## src/ism_pkg.sv

```systemverilog
// ism_pkg: constants for the interrupt source mask block
// assumes: register writes arrive already decoded from the serial frame
package ism_pkg;
  // register address field of the serial frame
  localparam logic [4:0] ISM_MASK_ADDR    = 5'h12;
  localparam logic [7:0] ISM_MASK_RESET   = 8'h00;
  // mask bit positions
  localparam int         ISM_B_CAN        = 7;
  localparam int         ISM_B_SWREQ      = 6;
  localparam int         ISM_B_LIN2       = 5;
  localparam int         ISM_B_LIN1       = 4;
  localparam int         ISM_B_IO         = 3;
  localparam int         ISM_B_SAFE       = 2;
  localparam int         ISM_B_VMON       = 0;
  // dominant transmit pulses needed to decode a bus fault
  localparam logic [2:0] ISM_CAN_DECODE_N = 3'h5;
  localparam logic [2:0] ISM_CNT_ZERO     = 3'h0;
  localparam logic [2:0] ISM_CNT_ONE      = 3'h1;
endpackage

```

## src/ism_top.sv

```systemverilog
// ism_top: interrupt enable mask and interrupt pin driver
// assumes: fault detectors and the serial decoder run on clock
`timescale 1ns/1ps
//
// Contract
// - CAN interface faults reach the interrupt pin only while mask bit 7 is 1.
// - Setting the software request bit together with safety bit 2 gives one single interrupt event.
// - Second LIN channel faults reach the pin only while mask bit 5 is 1.
// - First LIN channel faults reach the pin only while mask bit 4 is 1.
// - I/O pin faults reach the pin only while mask bit 3 is 1.
// - Safety faults reach the pin only while mask bit 2 is 1.
// - Regulator monitor faults reach the pin only while mask bit 0 is 1.
// - The software request fires only when bits 6 and 2 are written as 1.
// - Core undervoltage counts as a safety fault only at the 70% threshold.
// - In full identification mode a CAN fault fires after five tx pulses.
module ism_top
  import ism_pkg::*;
(
  // clock, reset, enable
  input  wire logic       clock,
  input  wire logic       rst,
  input  wire logic       ce,
  // decoded register write
  input  wire logic       reg_wr,
  input  wire logic [4:0] reg_addr,
  input  wire logic [7:0] reg_wdata,
  // CAN fault detection
  input  wire logic       can_fault_det,
  input  wire logic       can_tx_dom_pulse,
  input  wire logic       can_report_early,
  // LIN and I/O fault events
  input  wire logic       lin_chan1_fault_evt,
  input  wire logic       lin_chan2_fault_evt,
  input  wire logic       io_fault_evt,
  // safety group events
  input  wire logic       vaux_ov_evt,
  input  wire logic       vdd_ov_evt,
  input  wire logic       vdd_temp_warn_evt,
  input  wire logic       vdd_uv_evt,
  input  wire logic       uv_thresh_70,
  input  wire logic       safe_res_mismatch_evt,
  input  wire logic       rst_short_vdd_evt,
  // regulator monitor events
  input  wire logic       vmon_fault_evt,
  // mask readback and interrupt pin
  output logic [7:0]      mask_out,
  output logic            int_n
);

  typedef struct packed {
    logic [7:0] mask;
    logic       can_det_d;
    logic [2:0] can_cnt;
    logic       can_armed;
    logic       int_n;
  } ism_state_t;

  ism_state_t state_reg;
  ism_state_t state_next;

  logic mask_wr;
  logic sw_req;
  logic can_evt;
  logic safe_evt;
  logic irq_any;

  //////////////////////////////////////////////////////////////////////////
  // event qualification
  always_comb begin
    mask_wr  = reg_wr && (reg_addr == ISM_MASK_ADDR);
    // fire on the write that makes both bits set, not while they stay set
    sw_req   = mask_wr && reg_wdata[ISM_B_SWREQ] && reg_wdata[ISM_B_SAFE]
               && !(state_reg.mask[ISM_B_SWREQ]
                    && state_reg.mask[ISM_B_SAFE]);
    safe_evt = vaux_ov_evt || vdd_ov_evt || vdd_temp_warn_evt
               || (vdd_uv_evt && uv_thresh_70)
               || safe_res_mismatch_evt || rst_short_vdd_evt;
    if (can_report_early) begin
      can_evt = can_fault_det && !state_reg.can_det_d;
    end else begin
      can_evt = state_reg.can_armed && can_tx_dom_pulse
                && (state_reg.can_cnt == ISM_CAN_DECODE_N - ISM_CNT_ONE);
    end
    irq_any = (can_evt && state_reg.mask[ISM_B_CAN])
           || sw_req
           || (lin_chan2_fault_evt && state_reg.mask[ISM_B_LIN2])
           || (lin_chan1_fault_evt && state_reg.mask[ISM_B_LIN1])
           || (io_fault_evt && state_reg.mask[ISM_B_IO])
           || (safe_evt && state_reg.mask[ISM_B_SAFE])
           || (vmon_fault_evt && state_reg.mask[ISM_B_VMON]);
    // next state
    state_next           = state_reg;
    state_next.can_det_d = can_fault_det;
    if (mask_wr) begin
      state_next.mask = reg_wdata;
    end
    // count dominant pulses while a fault is detected, stop once decoded
    if (!can_fault_det) begin
      state_next.can_cnt   = ISM_CNT_ZERO;
      state_next.can_armed = 1'b0;
    end else if (!state_reg.can_det_d) begin
      state_next.can_cnt   = can_tx_dom_pulse ? ISM_CNT_ONE : ISM_CNT_ZERO;
      state_next.can_armed = 1'b1;
    end else if (state_reg.can_armed && can_tx_dom_pulse) begin
      if (state_reg.can_cnt == ISM_CAN_DECODE_N - ISM_CNT_ONE) begin
        state_next.can_armed = 1'b0;
      end else begin
        state_next.can_cnt = state_reg.can_cnt + ISM_CNT_ONE;
      end
    end
    state_next.int_n = !irq_any;
  end

  always_ff @(posedge clock) begin
    if (rst) begin
      state_reg.mask      <= ISM_MASK_RESET;
      state_reg.can_det_d <= 1'b0;
      state_reg.can_cnt   <= ISM_CNT_ZERO;
      state_reg.can_armed <= 1'b0;
      state_reg.int_n     <= 1'b1;
    end else if (ce) begin
      state_reg <= state_next;
    end
  end

  assign mask_out = state_reg.mask;
  assign int_n    = state_reg.int_n;
endmodule

```

## config.mk

```make
export PLATFORM = sky130hd
export DESIGN_NAME = ism_top
export DESIGN_NICKNAME = d
export VERILOG_FILES = /design/src/ism_pkg.sv /design/src/ism_top.sv
export SDC_FILE = /design/constraint.sdc
export NUM_CORES = 1
export LEC_CHECK = 0
export BUFFER_PORTS_ARGS = -buffer_cell sky130_fd_sc_hd__buf_2
export CORE_AREA = 2 2 47 49
export CTS_CLUSTER_DIAMETER = 100
export DETAILED_ROUTE_END_ITERATION = 8
export DIE_AREA = 0 0 49 51
export PLACE_DENSITY = 0.69
export SETUP_SLACK_MARGIN = 0.2
export SLEW_MARGIN = 10
export SYNTH_ARGS = -nofsm -noshare
export SYNTH_HDL_FRONTEND = slang
export SYNTH_SLANG_ARGS = --single-unit
```

## constraint.sdc

```tcl
create_clock -name clock -period 2.56 [get_ports clock]
set_input_delay 0.384 -clock clock [delete_from_list [all_inputs] [get_ports clock]]
set_output_delay 0.384 -clock clock [all_outputs]
set_load 0.03 [all_outputs]
```

Word level (Yosys, flattened, before mapping)
Index checks and enable logic that the tools add are counted.
W data, S select, Z words.

cells by class
  add/subtract/negate cells = 1
  equality and inequality tests = 5
  muxes and demuxes = 7
  reduce and logical (&&, ||, !) cells = 32

operators by type and width
  kind                   number
  $logic_and A1 B1 Y1    15
  $mux W4                3
  $logic_or A1 B1 Y1     11
  $ne A3 B2 Y1 const B   2
  $reduce_and A3 Y1      2
  $eq A5 B5 Y1 const B   1
  $add A3 B1 Y3 const B  1
  $eq A3 B3 Y1 const B   1
  $logic_not A1 Y1       3
  $mux W1                3
  $mux W3                1
  $ne A3 B3 Y1 const B   1
  $reduce_and A2 Y1      1

storage, ports and cells
  register bits = 14
  input bits = 31
  output and inout port bits = 9

Logic depth before layout (Yosys ltp)
  word-level depth = 12
  depth in mapped cells = 6

Least setup slack after synthesis
Ideal clock, no wire load.

  path type = input port to flip-flop
  from = input port reg_addr[0]
  to = register state_reg, in the netlist mask_out[0]
  arrival time = 1.215 ns
  required time = 2.432 ns
  slack = 1.217 ns
  stages on the path = 4
  path through = nor4b_4 -> nand4_2 -> mux2i_1 -> nor2_1

on the way
  longest elaborated chain between the ends = 3

ends and longest elaborated chain
  element                      line            text
  from (decl)                  ism_top.sv:25   input wire logic [4:0] reg_addr,
  $eq A5 B5 Y1                 ism_top.sv:70   mask_wr = reg_wr && (reg_addr == ISM_MASK_ADDR);
  $logic_and A1 B1 Y1          ism_top.sv:70
  $reduce_and A2 Y1 (no line)  n/a
  to (signal assigned)         ism_top.sv:122  state_reg <= state_next;
  to (decl)                    ism_top.sv:58   ism_state_t state_reg;

Every way passes these cells.
A chain may end at the register's enable or synchronous reset.

Final worst setup path
  from = register state_reg[2] (netlist bit)
  to = register int_n (netlist name)

on the way
  longest elaborated chain between the ends = 11

ends and longest elaborated chain
  element              line            text
  $eq A3 B3 Y1         ism_top.sv:82   && (state_reg.can_cnt == ISM_CAN_DECODE_N - ISM_CNT_ONE);
  $logic_and A1 B1 Y1  ism_top.sv:82
  $mux W1              ism_top.sv:78   if (can_report_early) begin
  $logic_and A1 B1 Y1  ism_top.sv:84   irq_any = (can_evt && state_reg.mask[ISM_B_CAN])
  $logic_or A1 B1 Y1   ism_top.sv:85   || sw_req
  $logic_or A1 B1 Y1   ism_top.sv:86   || (lin_chan2_fault_evt && state_reg.mask[ISM_B_LIN2])
  $logic_or A1 B1 Y1   ism_top.sv:87   || (lin_chan1_fault_evt && state_reg.mask[ISM_B_LIN1])
  $logic_or A1 B1 Y1   ism_top.sv:88   || (io_fault_evt && state_reg.mask[ISM_B_IO])
  $logic_or A1 B1 Y1   ism_top.sv:89   || (safe_evt && state_reg.mask[ISM_B_SAFE])
  $logic_or A1 B1 Y1   ism_top.sv:90   || (vmon_fault_evt && state_reg.mask[ISM_B_VMON]);
  $logic_not A1 Y1     ism_top.sv:111  state_next.int_n = !irq_any;

Every way passes these cells.

==> run_results.csv <==
group,metric,value,unit
status,status,"finished, final reports clean",
critical_path,path_class,"reg2reg",
sta,hold_viol,0,
placement,globalplace.congestion,0.7709,
floorplanning,die_w,49,um
clock_network,post_cts_buffers,0,
cells_and_area,layout_commonest_cell,"buf_2",
power_and_ir_drop,power-per-cell-area,463.7,nW/um^2
critical_path,cp.required,2730,ps
min_path,worstHoldPathType,"in2reg",
route,drt_iter0_markers,11,
floorplanning,die_h,51,um
sta,tightest_slew,349.2,ps
floorplanning,placementRows,17,
clock_network,worstSkewPairLatency,270,ps
sta,period_needed,1444,ps
route,drt-total-wl,1.579,mm
grt,overflow,0,
synth,syn-num-nets,113,
critical_path,r2r-end,"int_n$_SDFFE_PP1P_",
grt,grt_max_degree,16,
clock_network,root_buffer,"clkbuf_4",
cells_and_area,syn_to_final_growth,26.51,%
cells_and_area,largest_register_ffs,8,
floorplanning,core_region_area,2063,um^2
placement,place_area,907.1,um^2
power_and_ir_drop,ir_worst_vdd,0.2478,mV
synth,synth_seq_cells,14,
sta,fin_skew,0.3491,ps
sta,setup_viol,0,
critical_path,critPathLaunch,"state_reg[2]$_SDFFE_PP0P_",
clock_network,numCtsBuffers,3,
cells_and_area,n_antenna_cell,0,
floorplanning,dieArea,2499,um^2
placement,hpwl,1.250,mm
clock_network,cts_max_path_buffers,2,
synth,syn_area,745.7,um^2
floorplanning,ios,40,
critical_path,rr_startpoint,"state_reg[2]$_SDFFE_PP0P_",
clock_network,ctsResizeCount,0,
placement,io_buffer_count,39,
cells_and_area,drive_above_1_share,39.82,%
sta,fmax,0.6926,GHz
clock_network,tritoncts,"yes",
cells_and_area,fin_area,943.4,um^2
cells_and_area,stdcell_count,141,
route,drt_pass1_iterations,4,
cells_and_area,final_cell_mix,"buf_2 (39), dfxtp_1 (14), nor2_1 (10), mux2i_1 (10), nand2_1 (6)",
flow_run,drv_cap,0,
route,wire_per_inst,11.20,um
sta,final.period_utilization,56.40,%
placement,dp_cells,137,
clock_network,holdBufCountCts,0,
clock_network,cts.clk_slew.worst_paths,90,ps
floorplanning,start_util,36.14,%
grt,grt_util_all_layers,13.24,%
synth,syn_inst,80,
clock_network,cts_sinks,14,
clock_network,htreeDepth,1,
route,detail-route-antenna-nets,0,
sta,setup-tns-final,0,ps
critical_path,worstPathArrival,1610,ps
synth,synth_area_leader_cell,"dfxtp_1",
synth,yosys.cell_types.count,29,
grt,grt_pass1_wl,2.511,mm
grt,antenna_found_initial,0,
grt,grt_pass1_vias,607,
critical_path,worst_setup_path_end_kind,"flip-flop",
synth,synthTopCellsByArea,"dfxtp_1 (38%), mux2i_1 (13%), buf_4 (8.1%)",
critical_path,critPathMaxFanout,3,
power_and_ir_drop,leakagePower,0.0005012,uW
sta,slew_viol_final,0,
sta,rsz0062_at_grt,"false",
synth,yosysTopAreaCellShare,37.58,%
cells_and_area,nFillCells,217,
route,route.detailed.drc,0,
cells_and_area,finalNetCount,147,
synth,yosys_warnings,0,
critical_path,r2r_slack,1120,ps
sta,slew_headroom,76.67,%
synth,seq_area_frac_synth,37.58,%
critical_path,cp-start-kind,"flip-flop",
route,viasPerCell,4.894,
critical_path,critPathCapture,"int_n$_SDFFE_PP1P_",
synth,synth.avg_cell_area,9.321,um^2
route,vias,690,
critical_path,reg2regPathDepth,6,
[stage by stage]
stage / worst slack [ps] / power [uW] / hold WS, ps / utilization, %
final: 1116 / 437.5 / 335.7 / 45.72
after global routing: 962.4 / 457.9 / 328.4 / 45.72
after CTS: 1111 / 442.7 / 327.5 / 45.72
after detailed placement: 969.5 / 284.9 / 473.9 / 43.97
after global placement: 1026 / 283.8 / 476.2 / 43.97
after floorplan: 1217 / 254.1 / 456.8 / -
[power by group]
part | internal, uW | switching [uW] | total [uW]
clock | 86.4 | 71.2 | 158
combinational | 28.1 | 26.2 | 54.2
sequential | 222 | 3.87 | 226
total | 336 | 101 | 437
[critical path: stages, from the launching register on]
cell	delay [ps]
dfxtp_1	340
inv_1	80
ha_1	170
nand4_1	120
o21ai_0	210
a22oi_1	110
a221o_1	310
[how the worst min path moves through the flow]
stage,slack (ps),end,cells past startpoint,from
after detailed placement,470,int_n$_SDFFE_PP1P_,1,int_n$_SDFFE_PP1P_
after global placement,480,int_n$_SDFFE_PP1P_,1,int_n$_SDFFE_PP1P_
after floorplan,460,state_reg[3]$_SDFFE_PP0P_,1,rst
final,340,mask_out[4]$_SDFFE_PP0P_,3,reg_wdata[4]
after global routing,330,mask_out[1]$_SDFFE_PP0P_,3,reg_wdata[1]
after CTS,330,mask_out[4]$_SDFFE_PP0P_,3,reg_wdata[4]
[synth_stat cells]
cell type,instances
a211oi_1,2
a21oi_1,1
a221o_1,1
a222oi_1,1
a22oi_1,2
a31oi_1,1
a41oi_1,1
and3_1,2
buf_2,1
buf_4,8
clkbuf_1,1
dfxtp_1,14
ha_1,2
inv_1,4
mux2i_1,10
nand2_1,6
nand2b_1,1
nand3_1,2
nand3b_1,1
nand4_1,1
nand4_2,1
nor2_1,10
nor4_1,1
nor4b_4,1
o21ai_0,1
o2bb2ai_1,1
o32a_1,1
o32ai_1,1
xor2_1,1
[per-layer routing]
metal / global-route usage (%) / wire length (um) / vias up
met4: 5.714 / 13 / 0
met3: 3.801 / 123 / 2
met1: 16.97 / 714 / 310
met2: 20.78 / 728 / 30
li1: - / - / 348
met5: 0 / 0 / -
[cells by family after synthesis]
| logic type | after synthesis | share of synthesized area (%) |
|---|---|---|
| multiplexers | 10 | 13.42 |
| buffers and inverters | 14 | 11.24 |
| adder cells (fa/ha/maj) | 2 | 3.355 |
| AND/OR/NAND/NOR | 26 | 19.46 |
| flip-flops | 14 | 37.58 |
| AO/OA/AOI/OAI | 13 | 13.76 |
| XOR/XNOR | 1 | 1.175 |
[layout make-up]
cell class                      count  area (um^2)  area share, %
Timing Repair Buffer               39        195.2          20.69
Sequential cell                    14        280.3          29.71
Inverter                            4        15.01          1.592
Clock buffer                        4        36.28          3.846
Tap cell                           28        35.03          3.714
Multi-Input combinational cell     52        381.6          40.45
No activity file was read; power rests on OpenSTA's default activity.
